==> src/verilog/ddm_pkg.sv <==
// Shared constants, command encodings and types for both ends of the DRAM mode link.
`default_nettype none
package ddm_pkg;
    // ====================================================================
    // Link widths.
    localparam int MR_W = 15;
    localparam int DQ_W = 8;
    // ====================================================================
    // Mode register selection by bank address.
    localparam logic [2:0] BA_MR0 = 3'h0;
    localparam logic [2:0] BA_MR1 = 3'h1;
    localparam logic [2:0] BA_MR2 = 3'h2;
    localparam logic [2:0] BA_MR3 = 3'h3;
    localparam logic [MR_W-1:0] MR_RESET = 15'h0000;
    // ====================================================================
    // Field positions.
    localparam int CL_LSB = 4;
    localparam int DLL_RST_BIT = 8;
    localparam int DLL_OFF_BIT = 0;
    localparam int AL_LSB = 3;
    localparam int WLEV_BIT = 7;
    localparam int NOM_B0 = 2;
    localparam int NOM_B1 = 6;
    localparam int NOM_B2 = 9;
    localparam int CWL_LSB = 3;
    localparam int DT_LSB = 9;
    localparam int PAT_EN_BIT = 2;
    localparam logic [MR_W-1:0] MR3_USED = 15'h0007;
    localparam logic [MR_W-1:0] DT_MASK = 15'h0600;
    localparam logic [MR_W-1:0] CL_MASK = 15'h0070;
    localparam logic [MR_W-1:0] CWL_MASK = 15'h0038;
    // ====================================================================
    // Latency encodings.
    localparam logic [4:0] CL_BASE = 5'h04;
    localparam logic [2:0] CL6_FIELD = 3'h2;
    localparam logic [2:0] CWL6_FIELD = 3'h1;
    localparam logic [DQ_W-1:0] PATTERN_WORD = 8'h55;
    // ====================================================================
    // Pin codes {cs_n, ras_n, cas_n, we_n}.
    localparam logic [3:0] PINS_MRS = 4'h0;
    localparam logic [3:0] PINS_REF = 4'h1;
    localparam logic [3:0] PINS_PRE = 4'h2;
    localparam logic [3:0] PINS_ACT = 4'h3;
    localparam logic [3:0] PINS_WR = 4'h4;
    localparam logic [3:0] PINS_RD = 4'h5;
    localparam logic [3:0] PINS_NOP = 4'h7;
    localparam logic [3:0] PINS_DES = 4'hF;
    // ====================================================================
    // Timing, in clock cycles or in ns with derived cycle counts.
    localparam int CLK_NS = 40;
    localparam int T_XS_NS = 170;
    localparam logic [9:0] T_XS_CK = 10'((T_XS_NS + CLK_NS - 1) / CLK_NS);
    localparam logic [9:0] T_MOD_CK = 10'h00C;
    localparam logic [9:0] T_MRD_CK = 10'h004;
    localparam logic [9:0] T_SR_CK = 10'h00A;
    localparam logic [9:0] T_DLLK_CK = 10'h200;
    // ====================================================================
    // User operations of the controller.
    typedef enum logic [2:0] {
        OP_NOP = 3'h0, OP_MRS = 3'h1, OP_READ = 3'h2, OP_WRITE = 3'h3,
        OP_ACT = 3'h4, OP_PRE = 3'h5, OP_DLL_OFF = 3'h6, OP_DLL_ON = 3'h7
    } ddm_op_type;
endpackage
`default_nettype wire
==> src/verilog/ddm_if.sv <==
// Command, control and data pins between the controller and the DRAM device.
`default_nettype none
interface ddm_if;
    import ddm_pkg::*;
    logic cs_n;
    logic ras_n;
    logic cas_n;
    logic we_n;
    logic cke;
    logic odt;
    logic rst_n;
    logic [2:0] ba;
    logic [MR_W-1:0] addr;
    logic [DQ_W-1:0] wdata;
    logic [DQ_W-1:0] rdata;
    logic rvalid;
    modport dev (input cs_n, ras_n, cas_n, we_n, cke, odt, rst_n, ba, addr, wdata,
                 output rdata, rvalid);
    modport ctl (output cs_n, ras_n, cas_n, we_n, cke, odt, rst_n, ba, addr, wdata,
                 input rdata, rvalid);
endinterface
`default_nettype wire

==> src/verilog/ddm_controller.sv <==
// Controller end: issues DRAM commands and runs the DLL on and off procedures.
//
// The register addresses and the address-and-strobe port were decided locally.
`default_nettype none
module ddm_controller
    import ddm_pkg::*;
(
    input wire logic ref_clk,
    input wire logic sys_rst,
    ddm_if.ctl link,
    input wire logic cmd_valid,
    input wire ddm_op_type cmd_op,
    input wire logic [2:0] cmd_ba,
    input wire logic [MR_W-1:0] cmd_addr,
    input wire logic [DQ_W-1:0] cmd_wdata,
    input wire logic odt_req,
    input wire logic dram_reset,
    output logic cmd_ready,
    output logic cmd_refused,
    output logic [DQ_W-1:0] rd_data,
    output logic rd_valid,
    output logic dll_is_off,
    output logic pattern_on
);
    // ====================================================================
    // Procedure steps.
    typedef enum logic [3:0] {
        K_DT_OFF = 4'h0, K_MR1_OFF = 4'h1, K_SRE = 4'h2, K_SRX = 4'h3,
        K_MR0_CL6 = 4'h4, K_MR2_CWL6 = 4'h5, K_MR1_ON = 4'h6, K_MR0_RST = 4'h7,
        K_DONE = 4'h8
    } ddm_step_type;

    typedef enum logic [1:0] {
        ST_IDLE = 2'b00, ST_STEP = 2'b01, ST_WAIT = 2'b11
    } ddm_state_type;

    // Step table: {kind, wait after the step}.
    function automatic logic [13:0] step_of(input logic dir_on, input logic [2:0] idx);
        ddm_step_type k;
        logic [9:0] w;
        k = K_DONE;
        w = 10'h001;
        if (!dir_on) begin
            unique case (idx)
                3'h0: begin k = K_DT_OFF; w = T_MRD_CK; end
                3'h1: begin k = K_MR1_OFF; w = T_MOD_CK; end
                3'h2: begin k = K_SRE; w = T_SR_CK; end
                3'h3: begin k = K_SRX; w = T_XS_CK; end
                3'h4: begin k = K_MR0_CL6; w = T_MRD_CK; end
                3'h5: begin k = K_MR2_CWL6; w = T_MOD_CK; end
                default: k = K_DONE;
            endcase
        end else begin
            unique case (idx)
                3'h0: begin k = K_SRE; w = T_SR_CK; end
                3'h1: begin k = K_SRX; w = T_XS_CK; end
                3'h2: begin k = K_MR1_ON; w = T_MRD_CK; end
                3'h3: begin k = K_MR0_RST; w = T_DLLK_CK; end
                3'h4: begin k = K_MR2_CWL6; w = T_MOD_CK; end
                default: k = K_DONE;
            endcase
        end
        return {k, w};
    endfunction

    // ====================================================================
    // State.
    ddm_state_type state;
    logic dir_on;
    logic [2:0] step_idx;
    logic [9:0] wait_cnt;
    logic [MR_W-1:0] mr0, mr1, mr2, mr3;
    logic [7:0] bank_open;
    logic [3:0] pins;
    logic [2:0] ba_q;
    logic [MR_W-1:0] addr_q;
    logic [DQ_W-1:0] wdata_q;
    logic cke_q;
    logic rst_n_q;

    wire [13:0] step = step_of(dir_on, step_idx);
    wire ddm_step_type kind = ddm_step_type'(step[13:10]);
    wire [9:0] step_wait = step[9:0];

    // User command checks; pattern mode admits only reads and mode_reg_3 writes.
    wire is_proc = cmd_op == OP_DLL_OFF || cmd_op == OP_DLL_ON;
    wire to_mr3 = cmd_op == OP_MRS && cmd_ba[1:0] == BA_MR3[1:0];
    wire pat_bad = pattern_on && cmd_op != OP_READ && !to_mr3;
    wire pat_open = to_mr3 && cmd_addr[PAT_EN_BIT] && bank_open != 8'h00;
    wire take = state == ST_IDLE && cmd_valid;
    wire refuse = pat_bad || pat_open;
    wire go_simple = take && !refuse && !is_proc;
    wire go_proc = take && !refuse && is_proc;

    // Mode values as sent: MR3 reserved bits cleared, latencies pinned while DLL off.
    wire [MR_W-1:0] mr0_cl6 = (mr0 & ~CL_MASK) | {8'h00, CL6_FIELD, 4'h0};
    wire [MR_W-1:0] mr2_cwl6 = (mr2 & ~CWL_MASK) | {9'h000, CWL6_FIELD, 3'h0};
    wire [MR_W-1:0] user_mr =
        cmd_ba[1:0] == 2'h3 ? cmd_addr & MR3_USED :
        dll_is_off && cmd_ba[1:0] == 2'h0 ? (cmd_addr & ~CL_MASK) | (mr0_cl6 & CL_MASK) :
        dll_is_off && cmd_ba[1:0] == 2'h2 ?
            (cmd_addr & ~CWL_MASK & ~DT_MASK) | (mr2_cwl6 & CWL_MASK) :
        cmd_addr;

    // Procedure step pins and address.
    wire step_mrs = kind != K_SRE && kind != K_SRX && kind != K_DONE;
    wire [1:0] step_ba =
        kind == K_DT_OFF || kind == K_MR2_CWL6 ? 2'h2 :
        kind == K_MR1_OFF || kind == K_MR1_ON ? 2'h1 : 2'h0;
    wire [MR_W-1:0] step_mr =
        kind == K_DT_OFF ? mr2 & ~DT_MASK :
        kind == K_MR1_OFF ? mr1 | 15'h0001 :
        kind == K_MR1_ON ? mr1 & ~15'h0001 :
        kind == K_MR0_RST ? mr0_cl6 | 15'h0100 :
        kind == K_MR0_CL6 ? mr0_cl6 : mr2_cwl6;

    // Mode register shadow update for whatever MRS goes out this cycle.
    wire step_fire = state == ST_STEP && step_mrs;
    wire user_mrs = go_simple && cmd_op == OP_MRS;
    wire mrs_fire = step_fire || user_mrs;
    wire [1:0] mrs_ba = step_fire ? step_ba : cmd_ba[1:0];
    wire [MR_W-1:0] mrs_val = step_fire ? step_mr : user_mr;

    wire [3:0] user_pins =
        cmd_op == OP_MRS ? PINS_MRS : cmd_op == OP_READ ? PINS_RD :
        cmd_op == OP_WRITE ? PINS_WR : cmd_op == OP_ACT ? PINS_ACT :
        cmd_op == OP_PRE ? PINS_PRE : PINS_NOP;
    wire [3:0] next_pins =
        go_simple ? user_pins :
        state == ST_STEP && kind == K_SRE ? PINS_REF :
        step_fire ? PINS_MRS : PINS_NOP;
    wire next_cke = state == ST_STEP && kind == K_SRE ? 1'b0 :
        state == ST_STEP && kind == K_SRX ? 1'b1 : cke_q;

    assign cmd_ready = state == ST_IDLE;
    assign dll_is_off = mr1[DLL_OFF_BIT];
    assign pattern_on = mr3[PAT_EN_BIT];

    // ====================================================================
    // Procedure sequencer.
    always_ff @(posedge ref_clk) begin
        if (sys_rst) begin
            state <= ST_IDLE;
            dir_on <= 1'b0;
            step_idx <= 3'h0;
            wait_cnt <= 10'h000;
        end else begin
            unique case (state)
                ST_IDLE: if (go_proc) begin
                    state <= ST_STEP;
                    dir_on <= cmd_op == OP_DLL_ON;
                    step_idx <= 3'h0;
                end
                ST_STEP: if (kind == K_DONE) begin
                    state <= ST_IDLE;
                end else begin
                    state <= ST_WAIT;
                    wait_cnt <= step_wait - 10'h001;
                end
                ST_WAIT: if (wait_cnt == 10'h000) begin
                    state <= ST_STEP;
                    step_idx <= step_idx + 3'h1;
                end else begin
                    wait_cnt <= wait_cnt - 10'h001;
                end
            endcase
        end
    end

    // Shadow mode registers and open-bank tracking.
    always_ff @(posedge ref_clk) begin
        if (sys_rst || dram_reset) begin
            mr0 <= MR_RESET;
            mr1 <= MR_RESET;
            mr2 <= MR_RESET;
            mr3 <= MR_RESET;
            bank_open <= 8'h00;
        end else begin
            if (mrs_fire) begin
                unique case (mrs_ba)
                    2'h0: mr0 <= mrs_val;
                    2'h1: mr1 <= mrs_val;
                    2'h2: mr2 <= mrs_val;
                    2'h3: mr3 <= mrs_val;
                endcase
            end
            if (go_simple && cmd_op == OP_ACT)
                bank_open[cmd_ba] <= 1'b1;
            else if (go_simple && cmd_op == OP_PRE)
                bank_open <= cmd_addr[10] ? 8'h00 : bank_open & ~(8'h01 << cmd_ba);
        end
    end

    // Pin registers; termination is held low during either procedure.
    always_ff @(posedge ref_clk) begin
        if (sys_rst) begin
            pins <= PINS_NOP;
            ba_q <= 3'h0;
            addr_q <= '0;
            wdata_q <= '0;
            cke_q <= 1'b1;
            rst_n_q <= 1'b0;
            cmd_refused <= 1'b0;
        end else begin
            pins <= next_pins;
            ba_q <= step_fire ? {1'b0, step_ba} : {1'b0, cmd_ba[1:0]};
            addr_q <= mrs_fire ? mrs_val : cmd_addr;
            wdata_q <= cmd_wdata;
            cke_q <= next_cke;
            rst_n_q <= !dram_reset;
            cmd_refused <= take && refuse;
        end
    end

    // Read data arrive flagged, so DLL-off early data need no extra alignment.
    always_ff @(posedge ref_clk) begin
        if (sys_rst) begin
            rd_data <= '0;
            rd_valid <= 1'b0;
        end else begin
            rd_valid <= link.rvalid;
            if (link.rvalid)
                rd_data <= link.rdata;
        end
    end

    assign {link.cs_n, link.ras_n, link.cas_n, link.we_n} = pins;
    assign link.ba = ba_q;
    assign link.addr = addr_q;
    assign link.wdata = wdata_q;
    assign link.cke = cke_q;
    assign link.odt = odt_req && state == ST_IDLE;
    assign link.rst_n = rst_n_q;
endmodule
`default_nettype wire

==> src/flat_wrapper.sv <==
// flat-port wrapper written by rule: the top's interface ports become plain ports
module ddm_controller_flat import ddm_pkg::*;
  (ref_clk, sys_rst, cmd_valid, cmd_op, cmd_ba, cmd_addr, cmd_wdata, odt_req, dram_reset, cmd_ready, cmd_refused, rd_data, rd_valid, dll_is_off, pattern_on, link_cs_n, link_ras_n, link_cas_n, link_we_n, link_cke, link_odt, link_rst_n, link_ba, link_addr, link_wdata, link_rdata, link_rvalid);
  ddm_if link_i ();
  input wire logic ref_clk;
  input wire logic sys_rst;
  input wire logic cmd_valid;
  input wire ddm_op_type cmd_op;
  input wire logic [2:0] cmd_ba;
  input wire logic [MR_W-1:0] cmd_addr;
  input wire logic [DQ_W-1:0] cmd_wdata;
  input wire logic odt_req;
  input wire logic dram_reset;
  output logic cmd_ready;
  output logic cmd_refused;
  output logic [DQ_W-1:0] rd_data;
  output logic rd_valid;
  output logic dll_is_off;
  output logic pattern_on;
  output wire logic [$bits(link_i.cs_n)-1:0] link_cs_n;
  output wire logic [$bits(link_i.ras_n)-1:0] link_ras_n;
  output wire logic [$bits(link_i.cas_n)-1:0] link_cas_n;
  output wire logic [$bits(link_i.we_n)-1:0] link_we_n;
  output wire logic [$bits(link_i.cke)-1:0] link_cke;
  output wire logic [$bits(link_i.odt)-1:0] link_odt;
  output wire logic [$bits(link_i.rst_n)-1:0] link_rst_n;
  output wire logic [$bits(link_i.ba)-1:0] link_ba;
  output wire logic [$bits(link_i.addr)-1:0] link_addr;
  output wire logic [$bits(link_i.wdata)-1:0] link_wdata;
  input wire logic [$bits(link_i.rdata)-1:0] link_rdata;
  input wire logic [$bits(link_i.rvalid)-1:0] link_rvalid;
  assign link_cs_n = link_i.cs_n;
  assign link_ras_n = link_i.ras_n;
  assign link_cas_n = link_i.cas_n;
  assign link_we_n = link_i.we_n;
  assign link_cke = link_i.cke;
  assign link_odt = link_i.odt;
  assign link_rst_n = link_i.rst_n;
  assign link_ba = link_i.ba;
  assign link_addr = link_i.addr;
  assign link_wdata = link_i.wdata;
  assign link_i.rdata = link_rdata;
  assign link_i.rvalid = link_rvalid;
  ddm_controller u_core (.ref_clk(ref_clk), .sys_rst(sys_rst), .link(link_i), .cmd_valid(cmd_valid), .cmd_op(cmd_op), .cmd_ba(cmd_ba), .cmd_addr(cmd_addr), .cmd_wdata(cmd_wdata), .odt_req(odt_req), .dram_reset(dram_reset), .cmd_ready(cmd_ready), .cmd_refused(cmd_refused), .rd_data(rd_data), .rd_valid(rd_valid), .dll_is_off(dll_is_off), .pattern_on(pattern_on));
endmodule
==> config.mk <==
export PLATFORM = sky130hd
export DESIGN_NAME = ddm_controller_flat
export DESIGN_NICKNAME = d
export VERILOG_FILES = /design/src/verilog/ddm_pkg.sv /design/src/verilog/ddm_if.sv /design/src/verilog/ddm_controller.sv /design/src/flat_wrapper.sv
export SDC_FILE = /design/constraint.sdc
export NUM_CORES = 1
export LEC_CHECK = 0
export BUFFER_PORTS_ARGS = -buffer_cell sky130_fd_sc_hd__clkbuf_2
export CORE_ASPECT_RATIO = 1.4
export CORE_MARGIN = 2
export CORE_UTILIZATION = 46
export DETAILED_ROUTE_END_ITERATION = 6
export GPL_TIMING_DRIVEN = 0
export PLACE_DENSITY = 0.67
export SLEW_MARGIN = 20
export SYNTH_ARGS = -nofsm -noshare
export SYNTH_HDL_FRONTEND = slang
export SYNTH_SLANG_ARGS = --single-unit
==> constraint.sdc <==
create_clock -name ref_clk -period 3.75 [get_ports ref_clk]
set_clock_uncertainty 0.15 [all_clocks]
set_input_delay 0.1875 -clock ref_clk [delete_from_list [all_inputs] [get_ports ref_clk]]
set_output_delay 0.1875 -clock ref_clk [all_outputs]
set_load 0.05 [all_outputs]
==> run_results.csv, run 1 <==
group,metric,value,unit
detailed_routing,drt_iter0_drc,360,
floorplanning,placementRows,47,
cts,clock-sinks,107,
detailed_routing,ant_nets,0,
critical_path,ff2ff_path_depth,11,
critical_path,crit_top_cell,"buf_6",
floorplanning,initial_utilization,0.473,
critical_path,reg2reg_to,"u_core.link.addr[9]",
synthesis,ys_warn_count,0,
global_routing,grt_first_pass_wirelength,27500,µm
critical_path,criticalPathCategory,"reg2reg",
global_routing,grt_overflow,0,
floorplanning,die_w,97.4,µm
synthesis,synth-edff-count,0,
job,max_cap_viol_count,0,
cts,post_cts_buffers,0,
sta,final.setup.worst_slack,0.432,ns
critical_path,arrival,3.40,ns
placed_design,dp_hpwl,12300,µm
sta,slew_headroom,0.477,
sta,timing.fmax,301,MHz
detailed_routing,drtPass1Iterations,5,
cts,clk_latency,0.35,ns
cts,cts_max_level,3,
critical_path,cp_max_fo,10,
finish,multiInputGateArea,3140,µm²
critical_path,end_kind,"flop",
finish,drive_gt1_frac,0.231,
detailed_routing,drc,0,
synthesis,synth_area_leader_cell,"dfxtp_1",
pwr,power.density,426,nW/µm²
hold_path,hp-start,"cmd_op[0]",
floorplanning,dieArea,13100,µm²
synthesis,ys_ff_latch,107,
critical_path,reg2reg_from,"u_core.step_idx[2]",
global_routing,grt_max_degree,19,
synthesis,ys.flop_type,"dfxtp_1",
synthesis,netlist_instances,639,
global_routing,grt_pass1_vias,5469,
synthesis,syn_area_per_cell,8.80,µm²
cts,cts-resized-gates,0,
sta,grt_setup_unrepaired,"false",
critical_path,cp_cell_sequence,"buf_2, inv_1, ha_1, buf_6, o21bai_2, a21oi_2, or2_4, buf_6, nor2_2, a22oi_1, a211oi_1",
synthesis,ys_seq_area_frac,0.381,
synthesis,synth.distinct_cells,77,
sta,tns,0,ns
synthesis,synth_commonest_cells,"dfxtp_1 (107), nor2_1 (66), nor3_1 (50), a211oi_1 (44), a21oi_1 (42)",
sta,hold_viol,0,
detailed_routing,vias_per_cell,5.97,
critical_path,cpLargestDelayFamily,"compound AO/OA/AOI/OAI gates",
finish,seqCellArea,2140,µm²
floorplanning,io_pins,89,
hold_path,holdPathEnd,"u_core.dir_on",
finish,area_growth_syn_to_layout,20.4,%
hold_path,min-delay-path-class,"in2reg",
critical_path,crit_slowest_cell,"nor2_2",
sta,slew_violations,0,
cts,numCtsBuffers,9,
synthesis,synth.most_common_cell,"dfxtp_1",
sta,worstMarginPinSlew,0.784,ns
pwr,p_leak,2.63,nW
critical_path,cpPeakStageDelay,0.62,ns
sta,period_needed,3.32,ns
critical_path,crit_start,"u_core.step_idx[2]",
finish,n_antenna_cell,0,
detailed_routing,route.vias.total,5448,
floorplanning,die_h,135,µm
synthesis,async_reset_ff_frac,0,
cts,cts_tree,"done",
sta,min_period_over_period,0.885,
critical_path,cp-start-kind,"flop",
placed_design,gp_congestion,0.916,
cts,cts_root_buffer,"clkbuf_16",
sta,timing.hold.ws,0.0347,ns
finish,fin_area,6770,µm²
global_routing,grt_antenna_before_repair,0,
critical_path,ff2ff_setup_slack,0.43,ns
status,outcome,"complete, no violations",
placed_design,pre_cts_slack,0.498,ns
detailed_routing,wl,17100,µm
synthesis,synthesis.area,5620,µm²
floorplanning,coreArea,11900,µm²
global_routing,grt_usage,0.261,
synthesis,synth_top_area_share,0.381,
pwr,peakVddDrop,0.211,mV
sta,finalSetupViolations,0,
placed_design,numPortBuffers,81,
hold_path,min_path_cells,3,
critical_path,required,3.83,ns
cts,ctsHoldBuffers,28,
pwr,finalPower,2.88,mW
finish,fillers,1122,
cts,clockBufferDepth,2,
critical_path,crit_buf_inv,4,
cts,cts.clk_slew.worst_paths,0.07,ns
synthesis,ys_top_cells_by_area,"dfxtp_1 (38%), a211oi_1 (5.9%), nor3_1 (4.5%)",
detailed_routing,wl_per_cell,18.7,µm
placed_design,placed_area,6210,µm²
finish,fin_nets,813,
metal layers:
layer,GRT usage,wire [µm],share of wire,vias to the layer above
met5,0,0,0,-
met2,0.469,8720,0.51,213
met4,0.163,954,0.056,0
li1,-,-,-,2616
met3,0.0336,803,0.047,53
met1,0.292,6590,0.39,2566
worst max-delay path by stage:
stage	to	slack, ns	cells after the start
after global placement	u_core.link.addr[9]	0.50	11
after detailed placement	u_core.link.addr[9]	0.50	11
after global routing	u_core.mr2[12]	0.31	11
after floorplan	u_core.mr1[14]	1.05	10
final	u_core.link.addr[9]	0.43	11
after CTS	u_core.link.addr[9]	0.48	11
cells in the final DEF, fill, tap and decap left out, types with 6 or more instances in the layout:
cell	n
nand2_1	31
clkbuf_1	28
a221oi_2	7
ha_1	10
nand3_1	9
nand2b_1	7
a211oi_1	44
o21ai_0	21
buf_6	6
nor2b_1	13
or3_1	8
inv_1	14
buf_2	16
nor2_1	66
a211oi_2	13
dfxtp_1	107
mux2i_1	19
nor3_1	50
clkbuf_16	9
mux2_2	11
a31oi_1	6
clkbuf_2	81
dlygate4sd3_1	28
a22oi_1	6
a21oi_1	42
logic make-up (layout without fill, tap and decap cells):
| group | after synthesis | after routing | synth area share |
|---|---|---|---|
| DFF | 107 | 107 | 0.381 |
| AOI/OAI and AO/OA | 191 | 191 | 0.262 |
| muxes | 30 | 30 | 0.0559 |
| xor gates and xnor gates | 1 | 1 | 0.00156 |
| and+or+nand+nor | 229 | 229 | 0.215 |
| buffers and inverters | 70 | 195 | 0.0610 |
| other | 1 | 2 | 0.000667 |
| adders and majority gates | 10 | 10 | 0.0223 |
worst reg2reg max path: stages, from the launching register on:
cell      delay, ns
dfxtp_1        0.31
buf_2          0.17
inv_1          0.11
ha_1           0.23
buf_6          0.15
o21bai_2       0.14
a21oi_2        0.09
or2_4          0.28
buf_6          0.16
nor2_2         0.63
a22oi_1        0.39
a211oi_1       0.41
flip-flops by register name, indices dropped and copies added, names as in the netlist, 8 cells and up:
signal	count
u_core.bank_open	8
u_core.link.addr	15
u_core.link.wdata	8
u_core.mr0	12
u_core.mr1	15
u_core.mr2	15
u_core.rd_data	8
u_core.wait_cnt	10
final cells by class:
class                   instances  area share
flip-flops and latches        107       0.317
clock inverters                 7     0.00721
repair buffers                109       0.101
plain buffers                  54      0.0418
multi-input cells             463       0.464
inverters                      16     0.00887
well taps                     147      0.0272
clock buffers                   9      0.0333
power breakdown:
group,switching [mW],internal (mW)
sequential,0.0326,1.20
combinational,0.521,0.233
clock,0.442,0.454
total,0.995,1.89
through the flow:
step | instances | utilization
final | 912 | 0.570
after CTS | 912 | 0.570
after detailed placement | 868 | 0.523
after global routing | 912 | 0.570
after global placement | 868 | 0.523
after floorplan | 640 | -
Power figures use the tool's default switching activity.
==> run 2, diff against run 1 <==
--- a/config.mk
+++ b/config.mk
@@ -6,12 +6,12 @@
 export NUM_CORES = 1
 export LEC_CHECK = 0
 export BUFFER_PORTS_ARGS = -buffer_cell sky130_fd_sc_hd__clkbuf_2
-export CORE_ASPECT_RATIO = 1.4
+export CORE_ASPECT_RATIO = 0.8
 export CORE_MARGIN = 2
 export CORE_UTILIZATION = 46
 export DETAILED_ROUTE_END_ITERATION = 6
 export GPL_TIMING_DRIVEN = 0
-export PLACE_DENSITY = 0.67
+export PLACE_DENSITY = 0.7
 export SLEW_MARGIN = 20
 export SYNTH_ARGS = -nofsm -noshare
 export SYNTH_HDL_FRONTEND = slang
==> constraint.sdc (replaced) <==
create_clock -name ref_clk -period 3.02 [get_ports ref_clk]
set_clock_uncertainty 0.15 [all_clocks]
set_input_delay 0.151 -clock ref_clk [delete_from_list [all_inputs] [get_ports ref_clk]]
set_output_delay 0.151 -clock ref_clk [all_outputs]
set_load 0.05 [all_outputs]
==> run_results.csv, run 2 (synthesized netlist as in run 1, its figures left out) <==
group,metric,value,unit
job,max_cap_viol_count,0,
placed_design,dp_hpwl,12100,µm
pwr,peakVddDrop,0.281,mV
critical_path,required,3.15,ns
sta,worstMarginPinSlew,0.754,ns
finish,n_antenna_cell,0,
critical_path,cpPeakStageDelay,0.39,ns
placed_design,dp.cells,873,
global_routing,grt_first_pass_wirelength,27200,µm
floorplanning,initial_utilization,0.466,
sta,hold_viol,0,
pwr,finalPower,3.86,mW
pwr,p_leak,2.80,nW
cts,clk_latency,0.36,ns
critical_path,cp_cell_sequence,"inv_1, ha_1, buf_2, nor2_1, nand3_1, a221oi_2, and3_1, buf_6, clkbuf_2, nor3_1, a211oi_2",
sta,slew_headroom,0.493,
finish,layout_commonest_cell,"dfxtp_1",
detailed_routing,route.vias.total,5705,
cts,cts_tree,"done",
cts,clockBufferDepth,2,
hold_path,min-delay-path-class,"in2reg",
pwr,power.density,532,nW/µm²
global_routing,grt_max_degree,18,
detailed_routing,drt_iter0_drc,639,
detailed_routing,wl,17900,µm
placed_design,gp_congestion,0.926,
finish,utilization,0.602,
finish,drive_gt1_frac,0.296,
floorplanning,placementRows,36,
cts,cts_root_buffer,"clkbuf_16",
critical_path,crit_slowest_cell,"a221oi_2",
finish,fin_nets,834,
critical_path,arrival,3.06,ns
critical_path,cp_max_fo,10,
global_routing,grt_antenna_before_repair,0,
floorplanning,die_h,103,µm
cts,clock-sinks,107,
critical_path,cp-start-kind,"flop",
sta,finalSetupViolations,0,
cts,numCtsBuffers,9,
sta,period_needed,2.93,ns
detailed_routing,drtPass1Iterations,6,
detailed_routing,wl_per_cell,19.1,µm
critical_path,criticalPathCategory,"reg2reg",
detailed_routing,drc,0,
finish,fin_area,7270,µm²
global_routing,grt_usage,0.266,
finish,layout.cells.non_filler,938,
critical_path,end_kind,"flop",
status,outcome,"complete, no violations",
global_routing,grt_pass1_vias,5192,
cts,cts.clk_slew.worst_paths,0.08,ns
global_routing,grt_overflow,0,
finish,area_growth_syn_to_layout,29.3,%
detailed_routing,vias_per_cell,6.08,
sta,slew_violations,0,
floorplanning,io_pins,89,
placed_design,placed_area,6220,µm²
sta,tns,0,ns
floorplanning,coreArea,12100,µm²
placed_design,numPortBuffers,81,
sta,grt_setup_unrepaired,"true",
sta,min_period_over_period,0.970,
floorplanning,die_w,128,µm
finish,mostFrequentLayoutCells,"dfxtp_1 (106), clkbuf_2 (86), nor2_1 (66), nor3_1 (49), a211oi_1 (39)",
cts,cts_max_level,3,
detailed_routing,ant_nets,0,
floorplanning,dieArea,13100,µm²
sta,timing.fmax,341,MHz
[run 2: cell types whose count changed in the layout (fill, tap and decap cells not counted), sizes merged]
cell	delta
bufinv	+2
buf	+17
clkbuf	+3
clkinvlp	-1
dlygate4sd3	+2
inv	-2
[run 2: what timing repair did]
| action | 4_1_cts | 5_1_grt |
|---|---|---|
| pin swaps | 4 | 14 |
| hold endpoints to repair | 30 | 0 |
| resized for setup | 17 | 47 |
| setup buffers | 4 | 17 |
| hold buffers | 30 | 0 |
| setup endpoints to repair | 59 | 65 |
[run 2: report_power, final]
part / total [mW] / internal (mW) / switching, mW
combinational: 1.03 / 0.337 / 0.691
sequential: 1.53 / 1.49 / 0.0417
clock: 1.30 / 0.751 / 0.553
[run 2: per-stage QoR]
| stage | hold WS (ns) | worst slack, ns |
|---|---|---|
| after floorplan | 0.129 | 0.320 |
| after CTS | 0.00238 | -0.0122 |
| after detailed placement | 0.216 | -0.200 |
| after global placement | 0.208 | -0.156 |
| after global routing | 0.0519 | -0.0269 |
| final | 0.0212 | 0.0897 |
[run 2: final timing paths]
path                            start             endpoint  slack (ns)  cells after the start
hold reg to reg   u_core.bank_open[6]  u_core.bank_open[6]        0.33                      2
hold / removal              cmd_op[0]        u_core.dir_on        0.02                      3
setup / recovery   u_core.step_idx[1]        u_core.mr2[7]        0.09                     11
setup reg to reg   u_core.step_idx[1]        u_core.mr2[7]        0.09                     11
[run 2: area by class of cell]
type	instances	area (µm²)
sequential	107	2140
clock inverter	6	87.6
fill	1041	4800
inverter	16	60.1
multi-input combinational	463	3370
tap	152	190
timing repair buffer	132	867
clock buffer	10	239
buffer	52	310
[run 2: routing by layer]
layer	vias to the layer above	GRT usage	wire length (µm)
li1	2660	-	-
met1	2739	0.378	8130
met2	279	0.405	7910
met3	27	0.0592	1510
met4	0	0.0820	315
met5	-	0	0
[run 2: critical path: cells and delay by family, from the launching register on]
family / cells / cell delay (ns)
AOI/OAI and AO/OA: 2 / 0.60
adders and majority gates: 1 / 0.20
buffers and inverters: 4 / 0.74
DFF: 1 / 0.36
and+or+nand+nor: 4 / 0.81
